===== config.mk =====
export PLATFORM = sky130hd
export DESIGN_NAME = psc_sensor_ctrl
export DESIGN_NICKNAME = d
export VERILOG_FILES = /design/src/rtl/psc_rate_timer.v /design/src/rtl/psc_result_hold.v /design/src/rtl/psc_sensor_ctrl.v
export VERILOG_INCLUDE_DIRS = /design/src /design/src/rtl
export SDC_FILE = /design/constraint.sdc
export NUM_CORES = 1
export LEC_CHECK = 0
export ABC_AREA = 1
export BUFFER_PORTS_ARGS = -buffer_cell sky130_fd_sc_hd__buf_2
export CORE_ASPECT_RATIO = 1.25
export CORE_MARGIN = 1
export CORE_UTILIZATION = 53
export CTS_CLUSTER_DIAMETER = 80
export DETAILED_ROUTE_END_ITERATION = 6
export MAX_ROUTING_LAYER = met4
export PLACE_DENSITY = 0.77
export SYNTH_ARGS = -nofsm -noshare
export SYNTH_HDL_FRONTEND = slang
export SYNTH_SLANG_ARGS = --single-unit

===== constraint.sdc =====
create_clock -name clk -period 3.5 [get_ports clk]
set_input_delay 0.35 -clock clk [delete_from_list [all_inputs] [get_ports clk]]
set_output_delay 0.35 -clock clk [all_outputs]
set_load 0.01 [all_outputs]

===== src/rtl/psc_defs.vh =====
// Address map, field positions, reset values and rate figures of the sensor control block
`ifndef PSC_DEFS_VH
`define PSC_DEFS_VH

// =====================================================================
// Register addresses (7-bit serial register address)
`define PSC_ADDR_IRQ_CFG 7'h0b
`define PSC_ADDR_THS_LOW 7'h0c
`define PSC_ADDR_THS_HIGH 7'h0d
`define PSC_ADDR_IF_CTRL 7'h0e
`define PSC_ADDR_IDENTITY 7'h0f
`define PSC_ADDR_ACQ_CTRL1 7'h10
`define PSC_ADDR_ACQ_CTRL2 7'h11
`define PSC_ADDR_RES_XL 7'h28
`define PSC_ADDR_RES_L 7'h29
`define PSC_ADDR_RES_H 7'h2a

// =====================================================================
// Field positions
`define PSC_IRQCFG_DIFFERENTIAL_IRQ_ENABLE 3
`define PSC_IRQCFG_LOW_EN 1
`define PSC_IRQCFG_HIGH_EN 0
`define PSC_IF_DATA_PU 4
`define PSC_IF_SOUT_PU 3
`define PSC_IF_PD_DIS 2
`define PSC_IF_I2C_DIS 0
`define PSC_C1_RATE_MSB 6
`define PSC_C1_RATE_LSB 4
`define PSC_C1_FILT_EN 3
`define PSC_C1_FILT_CFG 2
`define PSC_C1_HOLD 1
`define PSC_C1_SPI_3W 0
`define PSC_C2_LOW_NOISE 1
`define PSC_C2_ONE_SHOT 0

// =====================================================================
// Reset values and fixed-zero masks
`define PSC_RESET_BYTE 8'h00
`define PSC_READ_ZERO 8'h00
`define PSC_THS_HIGH_MASK 8'h7f
`define PSC_IF_CTRL_MASK 8'h1d
`define PSC_ACQ_CTRL1_MASK 8'h7f

// =====================================================================
// Rate codes, rates and bandwidth divisors
`define PSC_RATE_OFF 3'h0
`define PSC_RATE_NO_LOW_NOISE 3'h6
`define PSC_HZ_1 1
`define PSC_HZ_10 10
`define PSC_HZ_25 25
`define PSC_HZ_50 50
`define PSC_HZ_75 75
`define PSC_HZ_100 100
`define PSC_HZ_200 200
`define PSC_BW_DIV_OFF 5'h02
`define PSC_BW_DIV_MID 5'h09
`define PSC_BW_DIV_NARROW 5'h14
`define PSC_THS_SCALE_BITS 8

`endif


===== src/rtl/psc_rate_timer.v =====
// Acquisition period timer for the continuous output rates
`timescale 1ns/100ps

module psc_rate_timer
#(
    parameter CLK_HZ = 40000000,
    parameter CNT_W = 26
)
(
    // Clock and reset
    input wire clk,
    input wire rst,
    // Rate selection
    input wire [2:0] rateCode,
    // One pulse per period
    output reg tick
);

`include "psc_defs.vh"

// =====================================================================
// Period per rate code
function [CNT_W-1:0] periodFor;
    input [2:0] code;
    integer cycles;
    begin
        case (code)
            3'h1: cycles = CLK_HZ / `PSC_HZ_1 - 1;
            3'h2: cycles = CLK_HZ / `PSC_HZ_10 - 1;
            3'h3: cycles = CLK_HZ / `PSC_HZ_25 - 1;
            3'h4: cycles = CLK_HZ / `PSC_HZ_50 - 1;
            3'h5: cycles = CLK_HZ / `PSC_HZ_75 - 1;
            3'h6: cycles = CLK_HZ / `PSC_HZ_100 - 1;
            3'h7: cycles = CLK_HZ / `PSC_HZ_200 - 1;
            default: cycles = 0;
        endcase
        // CNT_W must cover the slowest period; the count is cut to it here
        periodFor = cycles[CNT_W-1:0];
    end
endfunction

reg [CNT_W-1:0] count_r;
reg [2:0] lastCode_r;

// Restart the period whenever the rate changes, so a new rate takes effect at once
always @(posedge clk or posedge rst)
begin
    if (rst)
    begin
        count_r <= {CNT_W{1'b0}};
        lastCode_r <= `PSC_RATE_OFF;
        tick <= 1'b0;
    end
    else
    begin
        lastCode_r <= rateCode;
        tick <= 1'b0;
        if (rateCode == `PSC_RATE_OFF || rateCode != lastCode_r)
            count_r <= periodFor(rateCode);
        else if (count_r == {CNT_W{1'b0}})
        begin
            count_r <= periodFor(rateCode);
            tick <= 1'b1;
        end
        else
            count_r <= count_r - 1'b1;
    end
end

endmodule // psc_rate_timer


===== src/rtl/psc_result_hold.v =====
// Pressure result register with block-update hold
`timescale 1ns/100ps

module psc_result_hold
#(
    parameter RES_W = 24
)
(
    // Clock and reset
    input wire clk,
    input wire rst,
    // Control
    input wire holdEnable,
    // New sample
    input wire loadValid,
    input wire [RES_W-1:0] loadData,
    // Byte read strobes
    input wire readXl,
    input wire readL,
    input wire readH,
    // Held result
    output reg [RES_W-1:0] result,
    output reg locked
);

reg [1:0] seen_r;

// Lock on a fresh sample; release when the high byte closes a full read or when hold is disabled
always @(posedge clk or posedge rst)
begin
    if (rst)
    begin
        result <= {RES_W{1'b0}};
        locked <= 1'b0;
        seen_r <= 2'h0;
    end
    else
    begin
        if (readXl)
            seen_r[0] <= 1'b1;
        if (readL)
            seen_r[1] <= 1'b1;
        if (!holdEnable)
        begin
            locked <= 1'b0;
            seen_r <= 2'h0;
        end
        else if (readH && (seen_r == 2'h3 || (seen_r[1] && readXl) || (seen_r[0] && readL)))
        begin
            locked <= 1'b0;
            seen_r <= 2'h0;
        end
        if (loadValid && !(holdEnable && locked))
        begin
            result <= loadData;
            locked <= holdEnable;
            seen_r <= 2'h0;
        end
    end
end

endmodule // psc_result_hold


===== src/rtl/psc_sensor_ctrl.v =====
// Configuration registers and acquisition control of the pressure sensor
`timescale 1ns/100ps

// Behaviour
// - Threshold is 15-bit unsigned: low register bits 7..0, high register bits 14..8.
// - Threshold events only with differential enable and high or low enable set.
// - Both threshold registers read/write, reset zero; high holds bits 14..8.
// - Pad options: data pull-up bit4, serial-out pull-up bit3, irq pull-down disable bit2.
// - Interface control bit0 disables I2C; zero at reset, both interfaces active.
// - Rate field bits 6..4: 000 one-shot/off, then 1 to 200 Hz.
// - Rate codes 110 and 111 force low-noise mode off.
// - Rate 000 is power-down: registers kept, results not updated.
// - One-shot accepted only in power-down with rate 000.
// - One-shot does one acquisition, updates results, then clears itself.
// - Nonzero rate runs continuously, one data set per period.
// - Filter enable bit3 filters pressure in continuous mode; else bypassed.
// - Bandwidth is rate/2, rate/9 or rate/20 by filter enable and config.
// - Block update holds results until extra-low, low and high bytes are read.
// - Control one bit0 selects 4-wire SPI at zero, 3-wire at one.
// - One-shot is control two bit0, reset zero; one requests a new set.
// - High enable fires above threshold; low enable fires below negative threshold.
module psc_sensor_ctrl
#(
    parameter CLK_HZ = 40000000,
    parameter CNT_W = 26,
    parameter RES_W = 24,
    parameter [7:0] IDENTITY_CODE = 8'h5a // Arbitrary value
)
(
    // Clock and reset
    input wire clk,
    input wire rst,
    // Register access from the serial interface
    input wire [6:0] regAddr,
    input wire regWrEn,
    input wire [7:0] regWrData,
    input wire regRdEn,
    output reg [7:0] regRdData,
    // Conversion datapath
    input wire sampleValid,
    input wire [RES_W-1:0] samplePressure,
    input wire [RES_W-1:0] pressureDiff,
    output reg acqStart,
    output reg acqBusy,
    // Pad and interface controls
    output reg dataLinePullupEn,
    output reg serialOutPullupEn,
    output reg irqPadPulldownEn,
    output reg i2cEnable,
    output reg spiThreeWire,
    // Acquisition mode status
    output reg [2:0] rateSelect,
    output reg powerDown,
    output reg lowNoiseActive,
    output reg filterActive,
    output reg filterConfig,
    output reg [4:0] bandwidthDiv,
    // Threshold events
    output reg irqHighEvent,
    output reg irqLowEvent
);

`include "psc_defs.vh"

// =====================================================================
// Configuration storage
reg [7:0] thsLow_r;
reg [6:0] thsHigh_r;
reg diffEnable_r;
reg lowEventEnable_r;
reg highEventEnable_r;
reg dataPullup_r;
reg soutPullup_r;
reg pulldownDisable_r;
reg i2cDisable_r;
reg [2:0] rate_r;
reg filtEnable_r;
reg filtCfg_r;
reg holdEnable_r;
reg spi3w_r;
reg lowNoiseReq_r;
reg oneShot_r;
reg inFlight_r;

wire [14:0] thresholdBits;
wire [RES_W-1:0] heldResult;
wire holdLocked;
wire rateTick;
wire wrThsLow;
wire wrThsHigh;
wire wrIrqCfg;
wire wrIfCtrl;
wire wrCtrl1;
wire wrCtrl2;
wire rdResXl;
wire rdResL;
wire rdResH;
wire oneShotAccept;
wire contStart;
wire doneSample;

// =====================================================================
// Address decode
function isAccess;
    input [6:0] addr;
    input [6:0] target;
    input strobe;
    begin
        isAccess = strobe && (addr == target);
    end
endfunction

assign wrIrqCfg = isAccess(regAddr, `PSC_ADDR_IRQ_CFG, regWrEn);
assign wrThsLow = isAccess(regAddr, `PSC_ADDR_THS_LOW, regWrEn);
assign wrThsHigh = isAccess(regAddr, `PSC_ADDR_THS_HIGH, regWrEn);
assign wrIfCtrl = isAccess(regAddr, `PSC_ADDR_IF_CTRL, regWrEn);
assign wrCtrl1 = isAccess(regAddr, `PSC_ADDR_ACQ_CTRL1, regWrEn);
assign wrCtrl2 = isAccess(regAddr, `PSC_ADDR_ACQ_CTRL2, regWrEn);
assign rdResXl = isAccess(regAddr, `PSC_ADDR_RES_XL, regRdEn);
assign rdResL = isAccess(regAddr, `PSC_ADDR_RES_L, regRdEn);
assign rdResH = isAccess(regAddr, `PSC_ADDR_RES_H, regRdEn);

assign thresholdBits = {thsHigh_r, thsLow_r};

// =====================================================================
// Configuration registers
always @(posedge clk or posedge rst)
begin
    if (rst)
    begin
        thsLow_r <= `PSC_RESET_BYTE;
        thsHigh_r <= 7'h00;
        diffEnable_r <= 1'b0;
        lowEventEnable_r <= 1'b0;
        highEventEnable_r <= 1'b0;
        dataPullup_r <= 1'b0;
        soutPullup_r <= 1'b0;
        pulldownDisable_r <= 1'b0;
        i2cDisable_r <= 1'b0;
        rate_r <= `PSC_RATE_OFF;
        filtEnable_r <= 1'b0;
        filtCfg_r <= 1'b0;
        holdEnable_r <= 1'b0;
        spi3w_r <= 1'b0;
        lowNoiseReq_r <= 1'b0;
    end
    else
    begin
        if (wrThsLow)
            thsLow_r <= regWrData;
        if (wrThsHigh)
            thsHigh_r <= regWrData[6:0];
        if (wrIrqCfg)
        begin
            diffEnable_r <= regWrData[`PSC_IRQCFG_DIFFERENTIAL_IRQ_ENABLE];
            lowEventEnable_r <= regWrData[`PSC_IRQCFG_LOW_EN];
            highEventEnable_r <= regWrData[`PSC_IRQCFG_HIGH_EN];
        end
        if (wrIfCtrl)
        begin
            dataPullup_r <= regWrData[`PSC_IF_DATA_PU];
            soutPullup_r <= regWrData[`PSC_IF_SOUT_PU];
            pulldownDisable_r <= regWrData[`PSC_IF_PD_DIS];
            i2cDisable_r <= regWrData[`PSC_IF_I2C_DIS];
        end
        if (wrCtrl1)
        begin
            rate_r <= regWrData[`PSC_C1_RATE_MSB:`PSC_C1_RATE_LSB];
            filtEnable_r <= regWrData[`PSC_C1_FILT_EN];
            filtCfg_r <= regWrData[`PSC_C1_FILT_CFG];
            holdEnable_r <= regWrData[`PSC_C1_HOLD];
            spi3w_r <= regWrData[`PSC_C1_SPI_3W];
        end
        if (wrCtrl2)
            lowNoiseReq_r <= regWrData[`PSC_C2_LOW_NOISE];
    end
end

// =====================================================================
// Acquisition sequencing
// Only one conversion may be outstanding; a period tick during one is skipped
assign oneShotAccept = wrCtrl2 && regWrData[`PSC_C2_ONE_SHOT] && rate_r == `PSC_RATE_OFF
    && !oneShot_r && !inFlight_r;
assign contStart = rateTick && rate_r != `PSC_RATE_OFF && !inFlight_r;
assign doneSample = sampleValid && inFlight_r;

always @(posedge clk or posedge rst)
begin
    if (rst)
    begin
        oneShot_r <= 1'b0;
        inFlight_r <= 1'b0;
        acqStart <= 1'b0;
    end
    else
    begin
        acqStart <= oneShotAccept || contStart;
        if (oneShotAccept || contStart)
            inFlight_r <= 1'b1;
        else if (doneSample)
            inFlight_r <= 1'b0;
        if (oneShotAccept)
            oneShot_r <= 1'b1;
        else if (doneSample)
            oneShot_r <= 1'b0;
    end
end

psc_rate_timer
#(
    .CLK_HZ(CLK_HZ),
    .CNT_W(CNT_W)
)
u_rate_timer
(
    .clk(clk),
    .rst(rst),
    .rateCode(rate_r),
    .tick(rateTick)
);

// =====================================================================
// Result register; samples only arrive from started conversions
psc_result_hold
#(
    .RES_W(RES_W)
)
u_result_hold
(
    .clk(clk),
    .rst(rst),
    .holdEnable(holdEnable_r),
    .loadValid(doneSample),
    .loadData(samplePressure),
    .readXl(rdResXl),
    .readL(rdResL),
    .readH(rdResH),
    .result(heldResult),
    .locked(holdLocked)
);

// =====================================================================
// Threshold comparison against the differential pressure
// Threshold counts are 1/16 hPa, result counts 1/4096 hPa: scale by 256
wire signed [RES_W:0] diffExt;
wire signed [RES_W:0] thsExt;
wire diffAbove;
wire diffBelow;
wire thsArmed;

assign diffExt = {pressureDiff[RES_W-1], pressureDiff};
assign thsExt = {{(RES_W-14-`PSC_THS_SCALE_BITS){1'b0}}, thresholdBits, {`PSC_THS_SCALE_BITS{1'b0}}};
assign diffAbove = diffExt > thsExt;
assign diffBelow = diffExt < -thsExt;
assign thsArmed = diffEnable_r && (highEventEnable_r || lowEventEnable_r);

always @(posedge clk or posedge rst)
begin
    if (rst)
    begin
        irqHighEvent <= 1'b0;
        irqLowEvent <= 1'b0;
    end
    else
    begin
        irqHighEvent <= doneSample && thsArmed && highEventEnable_r && diffAbove;
        irqLowEvent <= doneSample && thsArmed && lowEventEnable_r && diffBelow;
    end
end

// =====================================================================
// Mode outputs
always @(posedge clk or posedge rst)
begin
    if (rst)
    begin
        dataLinePullupEn <= 1'b0;
        serialOutPullupEn <= 1'b0;
        irqPadPulldownEn <= 1'b1;
        i2cEnable <= 1'b1;
        spiThreeWire <= 1'b0;
        rateSelect <= `PSC_RATE_OFF;
        powerDown <= 1'b1;
        lowNoiseActive <= 1'b0;
        filterActive <= 1'b0;
        filterConfig <= 1'b0;
        bandwidthDiv <= `PSC_BW_DIV_OFF;
        acqBusy <= 1'b0;
    end
    else
    begin
        dataLinePullupEn <= dataPullup_r;
        serialOutPullupEn <= soutPullup_r;
        irqPadPulldownEn <= !pulldownDisable_r;
        i2cEnable <= !i2cDisable_r;
        spiThreeWire <= spi3w_r;
        rateSelect <= rate_r;
        powerDown <= rate_r == `PSC_RATE_OFF && !inFlight_r;
        lowNoiseActive <= lowNoiseReq_r && rate_r < `PSC_RATE_NO_LOW_NOISE;
        filterActive <= filtEnable_r && rate_r != `PSC_RATE_OFF;
        filterConfig <= filtCfg_r;
        if (!filtEnable_r)
            bandwidthDiv <= `PSC_BW_DIV_OFF;
        else if (filtCfg_r)
            bandwidthDiv <= `PSC_BW_DIV_NARROW;
        else
            bandwidthDiv <= `PSC_BW_DIV_MID;
        acqBusy <= inFlight_r;
    end
end

// =====================================================================
// Read-back; unmapped addresses read zero
reg [7:0] rdMux;

always @*
begin
    rdMux = `PSC_READ_ZERO;
    case (regAddr)
        `PSC_ADDR_IRQ_CFG:
        begin
            rdMux[`PSC_IRQCFG_DIFFERENTIAL_IRQ_ENABLE] = diffEnable_r;
            rdMux[`PSC_IRQCFG_LOW_EN] = lowEventEnable_r;
            rdMux[`PSC_IRQCFG_HIGH_EN] = highEventEnable_r;
        end
        `PSC_ADDR_THS_LOW: rdMux = thsLow_r;
        `PSC_ADDR_THS_HIGH: rdMux = {1'b0, thsHigh_r} & `PSC_THS_HIGH_MASK;
        `PSC_ADDR_IF_CTRL:
        begin
            rdMux[`PSC_IF_DATA_PU] = dataPullup_r;
            rdMux[`PSC_IF_SOUT_PU] = soutPullup_r;
            rdMux[`PSC_IF_PD_DIS] = pulldownDisable_r;
            rdMux[`PSC_IF_I2C_DIS] = i2cDisable_r;
            rdMux = rdMux & `PSC_IF_CTRL_MASK;
        end
        `PSC_ADDR_IDENTITY: rdMux = IDENTITY_CODE;
        `PSC_ADDR_ACQ_CTRL1:
        begin
            rdMux[`PSC_C1_RATE_MSB:`PSC_C1_RATE_LSB] = rate_r;
            rdMux[`PSC_C1_FILT_EN] = filtEnable_r;
            rdMux[`PSC_C1_FILT_CFG] = filtCfg_r;
            rdMux[`PSC_C1_HOLD] = holdEnable_r;
            rdMux[`PSC_C1_SPI_3W] = spi3w_r;
            rdMux = rdMux & `PSC_ACQ_CTRL1_MASK;
        end
        `PSC_ADDR_ACQ_CTRL2:
        begin
            rdMux[`PSC_C2_LOW_NOISE] = lowNoiseReq_r;
            rdMux[`PSC_C2_ONE_SHOT] = oneShot_r;
        end
        `PSC_ADDR_RES_XL: rdMux = heldResult[7:0];
        `PSC_ADDR_RES_L: rdMux = heldResult[15:8];
        `PSC_ADDR_RES_H: rdMux = heldResult[23:16];
        default: rdMux = `PSC_READ_ZERO;
    endcase
end

// Data holds between reads so a slow serial shifter can take it at leisure
always @(posedge clk or posedge rst)
begin
    if (rst)
        regRdData <= `PSC_READ_ZERO;
    else if (regRdEn)
        regRdData <= rdMux;
end

endmodule // psc_sensor_ctrl


==> impl_metrics.py, run 1 <==
metrics = {
    "critical_path": {
        "crit_type": "reg2reg",
        "worstPathMaxFanout": 4,
        "r2r-start": "thsLow_r[0]$_DFFE_PP0P_",
        "crit_family": "simple AND/OR/NAND/NOR gates",
        "r2r_slack_ps": 860,
        "crit_arrival_ps": 2990,
        "worstSetupEndpointType": "flip-flop",
        "crit_top_cell": "nor2_1",
        "setup.worst_path.start_class": "flip-flop",
        "r2r_cells": 16,
        "critPathSlowestCell": "dfrtp_1",
        "slowest_delay_ps": 410,
        "crit_chain": "inv_1 -> ha_1 -> nand3_2 -> nor2_1 -> nand2_1 -> nor2_2 -> nand2_1 -> nor2_2 -> xor2_1 -> ha_1 -> a21oi_1 -> a21oi_1 -> nor2_1 -> nand3_1 -> and2_1 -> nor2_1",
        "worstPathRequired_ps": 3850,
        "r2r-end": "irqLowEvent$_DFF_PP0_",
        "cp_num_buf_inv": 1,
    },
    "routing": {
        "vias": 6416,
        "drtIter0Drc": 440,
        "drtAntennaViolNets": 0,
        "viasPerCell": 5.285,
        "route.detailed.drc": 0,
        "wl_um": 17760,
        "routedWlPerCell_um": 14.63,
        "dr.pass1.iters": 5,
    },
    "synth": {
        "syn_area_per_cell_um2": 7.410,
        "synthAdderAreaFrac": 0.06127,
        "synthesis.nets": 1039,
        "synth-simple-area-share": 0.3429,
        "synthMostInstantiatedCell": "nand2_1",
        "yosysUniqueCellTypes": 40,
        "yosysTopAreaCell": "dfrtp_1",
        "ys_seq_area_frac": 0.4080,
        "synth_edf_count": 0,
        "synthFlopType": "dfrtp_1",
        "synth_top_family_by_area": "simple AND/OR/NAND/NOR gates",
        "synth_xor_area_frac": 0.02775,
        "synthTopCellsByArea": "dfrtp_1 39%, nand2_1 16%, ha_1 6.1%, inv_1 5.4%, nor2_1 4.9%",
        "synth.area.mux_share": 0,
        "yosys_warnings": 0,
        "synth.top_cells.by_count": "305 x nand2_1, 109 x dfrtp_1, 99 x inv_1",
        "synth_compound_area_frac": 0.07641,
        "synth_top_area_share": 0.3929,
        "netlist_area_um2": 6943,
        "async_flop_share": 1.000,
        "netlist_instances": 937,
        "synth-seq-cells": 113,
    },
    "finish": {
        "fin_util": 0.6393,
        "final_layout_size_suffix_gt1_frac": 0.1750,
        "area_delta_synth_final_pct": 17.12,
        "regArea_um2": 2833,
        "multi_input_area_um2": 3530,
        "diodes": 0,
        "num-fill-cells": 1158,
        "fin_area_um2": 8132,
        "layout.nets": 1135,
    },
    "die": {
        "initial_core_util": 0.5458,
        "fp.dieW_um": 104.4,
        "core_um2": 12720,
        "die_area_um2": 13560,
        "num_io_pins": 97,
        "die_h_um": 130.0,
        "rows": 46,
    },
    "sta": {
        "rsz0062_at_grt": "no",
        "setup_violations": 0,
        "min_period_ps": 2642,
        "max_freq_mhz": 378.5,
        "slew_violations": 0,
        "maxSlewHeadroom": 0.5991,
        "fin_skew_ps": 6.606,
        "post-route-period-util": 0.7549,
        "tightest_slew_ps": 599.6,
        "final.setup.tns_ps": 0,
        "hold_violations": 1,
        "whs_ps": -1.750,
    },
    "worst_hold_path": {
        "hold_class": "in2async",
    },
    "clock_tree": {
        "cts_tree": "done",
        "cts_resized": 0,
        "clk-insertion-delay-late_ps": 410,
        "cts_htree_levels": 4,
        "clk_root_buffer_cell": "clkbuf_16",
        "clkSinkCount": 113,
        "postCtsSetupBuffers": 0,
        "holdBufCountCts": 0,
        "clk_path_buf_depth": 2,
        "cts_made_buffers": 17,
        "path_clk_slew_ps": 60,
    },
    "grt": {
        "grt_pass1_vias": 5967,
        "grt_first_pass_wirelength_um": 28710,
        "grt_antenna_before_repair": 0,
        "grt_overflow_total": 0,
        "grt_use_total": 0.2811,
        "grt_max_degree": 49,
    },
    "placement": {
        "dp_hpwl_um": 13570,
        "gp_congestion": 0.9642,
        "portBuffers": 96,
        "placed_cell_area_um2": 7500,
    },
    "power_and_ir_drop": {
        "powerDensity_nw_per_um2": 627.7,
        "p_total_w": 0.005104,
        "ir_worst_vdd_uv": 354.4,
        "p_leak_nw": 4.344,
    },
    "run_status": {
        "status": "complete, but fails checks",
        "failed_checks": "negative hold slack",
    },
    "flow_run": {
        "maxCapViolCount": 0,
    },
}
worst max path at each step:
stage | startpoint | to | slack [ps] | cells after the start
5_1_grt | thsLow_r[0]$_DFFE_PP0P_ | irqLowEvent$_DFF_PP0_ | 610 | 17
2_1_floorplan | rst | acqBusy$_DFF_PP0_ | 170 | 1
3_5_place_dp | thsLow_r[0]$_DFFE_PP0P_ | irqLowEvent$_DFF_PP0_ | 890 | 17
4_1_cts | thsLow_r[0]$_DFFE_PP0P_ | irqLowEvent$_DFF_PP0_ | 880 | 16
3_3_place_gp | thsLow_r[0]$_DFFE_PP0P_ | irqLowEvent$_DFF_PP0_ | 990 | 16
6_report | thsLow_r[0]$_DFFE_PP0P_ | irqLowEvent$_DFF_PP0_ | 860 | 16
cell usage in the layout (no fill, tap or decap), drive strengths merged:
cell and n:
clkinvlp 2, and2 3, clkbuf 23, nand3b 5, dfrtp 109, clkinv 5
or2 1, a31oi 1, nand4 16, nor3 13, dfstp 4, and3 1
nand3 70, nor4 3, o21bai 3, xnor2 5, o21ai 71, ha 34
inv 109, o211ai 2, a21o 1, xor2 17, buf 99, bufinv 4
o22ai 2, a21oi 20, nand2 314, nor2 109
flip-flops by register name, indices dropped and copies added, names as in the netlist, 2 cells and up:
name	count
u_rate_timer.count_r	26
u_result_hold.result	24
regRdData	8
thsLow_r	8
thsHigh_r	7
bandwidthDiv	3
rate_r	3
u_rate_timer.lastCode_r	3
u_result_hold.seen_r	2
logic make-up after synthesis:
group / Yosys count
AOI/OAI and AO/OA: 100
xor gates and xnor gates: 22
adders and majority gates: 34
buffers and inverters: 133
DFF: 113
and+or+nand+nor: 535
power breakdown:
group / internal [W] / total [W] / switching [W]
registers: 0.00156 / 0.00175 / 0.000184
clock network: 0.00125 / 0.00185 / 0.000602
logic: 0.000521 / 0.00151 / 0.000987
area by class of cell:
| cell class | count | area share |
|---|---|---|
| multi-input cells | 691 | 0.4341 |
| clock inverters | 9 | 0.01893 |
| well taps | 168 | 0.02585 |
| inverters | 111 | 0.05216 |
| repair buffers | 99 | 0.06186 |
| flip-flops and latches | 113 | 0.3484 |
| clock buffers | 23 | 0.05878 |
routing by layer:
metal  share of wire  track usage  vias to the layer above  routed length (um)
li1                -            -                     3181                   -
met1            0.41       0.3229                     2958                7367
met2            0.50       0.4807                      222                8863
met3           0.048      0.04595                       55                 859
met4           0.038       0.1370                        0                 667
met5               0            -                        -                   0
through the flow:
| stage | cells | hold slack, ps | worst slack, ps |
|---|---|---|---|
| after floorplan | 937 | 348.7 | 169.3 |
| after global placement | 1182 | 390.4 | 987.0 |
| after detailed placement | 1182 | 394.9 | 891.9 |
| after CTS | 1214 | 19.88 | 878.5 |
| after global routing | 1214 | 58.93 | 614.9 |
| final | 1214 | -1.750 | 857.8 |
(Power assumes the default switching activity.)
==> run 2: changes to the inputs <==
--- a/config.mk
+++ b/config.mk
@@ -6,11 +6,11 @@
 export SDC_FILE = /design/constraint.sdc
 export NUM_CORES = 1
 export LEC_CHECK = 0
-export ABC_AREA = 1
+export ABC_AREA = 0
 export BUFFER_PORTS_ARGS = -buffer_cell sky130_fd_sc_hd__buf_2
 export CORE_ASPECT_RATIO = 1.25
 export CORE_MARGIN = 1
-export CORE_UTILIZATION = 53
+export CORE_UTILIZATION = 52
 export CTS_CLUSTER_DIAMETER = 80
 export DETAILED_ROUTE_END_ITERATION = 6
 export MAX_ROUTING_LAYER = met4
==> constraint.sdc (replaced) <==
create_clock -name clk -period 2.4 [get_ports clk]
set_input_delay 0.24 -clock clk [delete_from_list [all_inputs] [get_ports clk]]
set_output_delay 0.24 -clock clk [all_outputs]
set_load 0.01 [all_outputs]
==> run 2 against run 1 <==
  * The run ends with negative setup slack left
  * Flip-flop and latch count is the same
  * Final cell count shrank 23%
  * Largest power group unchanged
  * Critical endpoint unchanged
  * Design area shrank 0.51%
==> impl_metrics.py, run 2 <==
metrics = {
    "run_status": {
        "status": "complete, but fails checks",
        "failed_checks": "negative setup slack",
    },
    "synth": {
        "synthesis.nets": 710,
        "synth_edf_count": 0,
        "yosysTopAreaCell": "dfrtp_1",
        "syn_area_per_cell_um2": 10.61,
        "yosys_warnings": 0,
        "synth_top_area_share": 0.4228,
        "yosysUniqueCellTypes": 71,
        "ys_seq_area_frac": 0.4391,
        "netlist_area_um2": 6451,
        "netlist_instances": 608,
        "synth.top_cells.by_count": "109 x dfrtp_1, 56 x mux2_2, 35 x a21oi_1, 35 x nand2_1, 34 x ha_1",
        "async_flop_share": 1.000,
        "synth-seq-cells": 113,
        "synthMostInstantiatedCell": "dfrtp_1",
        "synthTopCellsByArea": "dfrtp_1 42%, mux2_2 9.8%, ha_1 6.6%, xnor2_1 3.1%, a21oi_1 2.7%",
        "synthFlopType": "dfrtp_1",
    },
    "sta": {
        "setup_violations": 1,
        "worst_slack_ps": -595.4,
        "max_freq_mhz": 333.8,
        "fin_skew_ps": 7.618,
        "min_period_ps": 2995,
        "hold_violations": 0,
        "post-route-period-util": 1.248,
        "maxSlewHeadroom": 0.6071,
        "tightest_slew_ps": 588.1,
        "whs_ps": 58.19,
        "slew_violations": 0,
        "rsz0062_at_grt": "yes",
    },
    "placement": {
        "dp_hpwl_um": 12600,
        "gp_congestion": 0.8606,
        "pre_cts_ws_ps": -725.6,
        "portBuffers": 96,
        "placed_cell_area_um2": 7411,
    },
    "critical_path": {
        "r2r_cells": 13,
        "worstSetupEndpointType": "flip-flop",
        "crit_type": "reg2reg",
        "setup.worst_path.start_class": "flip-flop",
        "r2r_slack_ps": -600,
        "worstPathMaxFanout": 3,
        "crit_arrival_ps": 3280,
        "r2r-start": "thsLow_r[0]$_DFFE_PP0P_",
        "r2r-end": "irqLowEvent$_DFF_PP0_",
        "worstPathRequired_ps": 2690,
    },
    "grt": {
        "grt_use_total": 0.2892,
        "grt_first_pass_wirelength_um": 27460,
        "grt_pass1_vias": 5578,
        "grt_max_degree": 47,
        "grt_overflow_total": 0,
        "grt_antenna_before_repair": 0,
    },
    "clock_tree": {
        "path_clk_slew_ps": 60,
        "clkSinkCount": 113,
        "clk-insertion-delay-late_ps": 410,
        "clk_root_buffer_cell": "clkbuf_16",
        "cts_tree": "done",
        "clk_path_buf_depth": 2,
        "cts_made_buffers": 17,
        "cts_htree_levels": 4,
    },
    "finish": {
        "final_layout_size_suffix_gt1_frac": 0.3582,
        "largest_reg_flops": 26,
        "diodes": 0,
        "regMostFlops": "u_rate_timer.count_r",
        "area_delta_synth_final_pct": 25.41,
        "fin_util": 0.6683,
        "layout.nets": 854,
        "reg.largest.list": "u_rate_timer.count_r (26), u_result_hold.result (24)",
        "layout_commonest_cell": "dfrtp_1",
        "fin_area_um2": 8090,
        "layout_common_cells": "109 x dfrtp_1, 96 x buf_2, 56 x mux2_2",
    },
    "routing": {
        "drtIter0Drc": 275,
        "route.detailed.drc": 0,
        "wl_um": 16830,
        "drtAntennaViolNets": 0,
        "dr.pass1.iters": 5,
        "vias": 5383,
        "routedWlPerCell_um": 18.11,
        "viasPerCell": 5.794,
    },
    "flow_run": {
        "maxCapViolCount": 0,
    },
    "worst_hold_path": {
        "hold_path_depth": 2,
        "hold_class": "in2reg",
        "worst_hold_startpoint": "samplePressure[15]",
        "holdPathEnd": "u_result_hold.result[15]$_DFFE_PP0P_",
    },
    "die": {
        "num_io_pins": 97,
        "fp.dieW_um": 101.6,
        "die_h_um": 126.5,
        "initial_core_util": 0.5329,
        "core_um2": 12110,
        "die_area_um2": 12860,
        "rows": 45,
    },
    "power_and_ir_drop": {
        "ir_worst_vdd_uv": 591.0,
        "powerDensity_nw_per_um2": 906.8,
        "p_leak_nw": 3.746,
        "p_total_w": 0.007336,
    },
}
run 2: worst max path at each step:
stage / start / end / cells past startpoint
floorplan: thsLow_r[0]$_DFFE_PP0P_ / irqLowEvent$_DFF_PP0_ / 11
global placement: thsLow_r[0]$_DFFE_PP0P_ / irqLowEvent$_DFF_PP0_ / 11
detailed placement: thsLow_r[0]$_DFFE_PP0P_ / irqLowEvent$_DFF_PP0_ / 13
CTS: thsLow_r[0]$_DFFE_PP0P_ / irqLowEvent$_DFF_PP0_ / 11
global route: thsLow_r[0]$_DFFE_PP0P_ / irqLowEvent$_DFF_PP0_ / 13
finish: thsLow_r[0]$_DFFE_PP0P_ / irqLowEvent$_DFF_PP0_ / 13
run 2: report_power, final:
group          switching [W]  internal (W)  total (W)
Sequential          0.000290       0.00231    0.00260
Clock               0.000942       0.00167    0.00262
Combinational        0.00106       0.00106    0.00212
Total                0.00230       0.00504    0.00734
run 2: layout make-up:
class / instances / area, um^2
Fill cell: 925 / 4015
Multi-Input combinational cell: 438 / 3397
Sequential cell: 113 / 2833
Timing Repair Buffer: 153 / 923.4
Clock buffer: 18 / 439.2
Tap cell: 164 / 205.2
Clock inverter: 14 / 180.2
Inverter: 29 / 112.6
run 2: kinds of logic (layout without fill, tap and decap cells):
family	Yosys count	count (layout)	share of synthesized area
muxes	73	73	0.1241
xor gates and xnor gates	35	35	0.04752
adders and majority gates	34	34	0.06594
AOI/OAI and AO/OA	114	114	0.1189
DFF	113	113	0.4391
buffers and inverters	57	214	0.04228
and+or+nand+nor	182	182	0.1621
run 2: stage by stage:
step	setup TNS [ps]	std cells
after floorplan	-478.0	608
after global placement	-649.6	895
after detailed placement	-725.6	895
after CTS	-585.6	929
after global routing	-740.2	929
final	-595.4	929
run 2: metal layers:
layer	part of all wire	vias up	global-route usage
met5	0	-	-
met4	0.047	0	0.1628
met3	0.047	56	0.05344
met2	0.52	184	0.4869
met1	0.38	2631	0.3178
li1	-	2512	-
run 2: what timing repair did:
item | CTS | global route
hold endpoints to repair | 21 | 0
pin swaps | 1 | 1
endpoints found under the setup margin | 1 | 1
resized for setup | 7 | 2
hold buffers | 1 | 0
gates cloned | 0 | 0
buffers inserted | 1 | 0
run 2: critical path, stage by stage (launching register included):
cell and delay, ps:
dfrtp_1 400, buf_4 140, inv_1 70, ha_2 200, nand4_1 150, nor2b_2 180
nand4_1 110, xnor2_1 150, ha_1 340, a2111oi_4 370, o21ai_1 110, a22o_1 180
a31oi_1 150, mux2_2 340
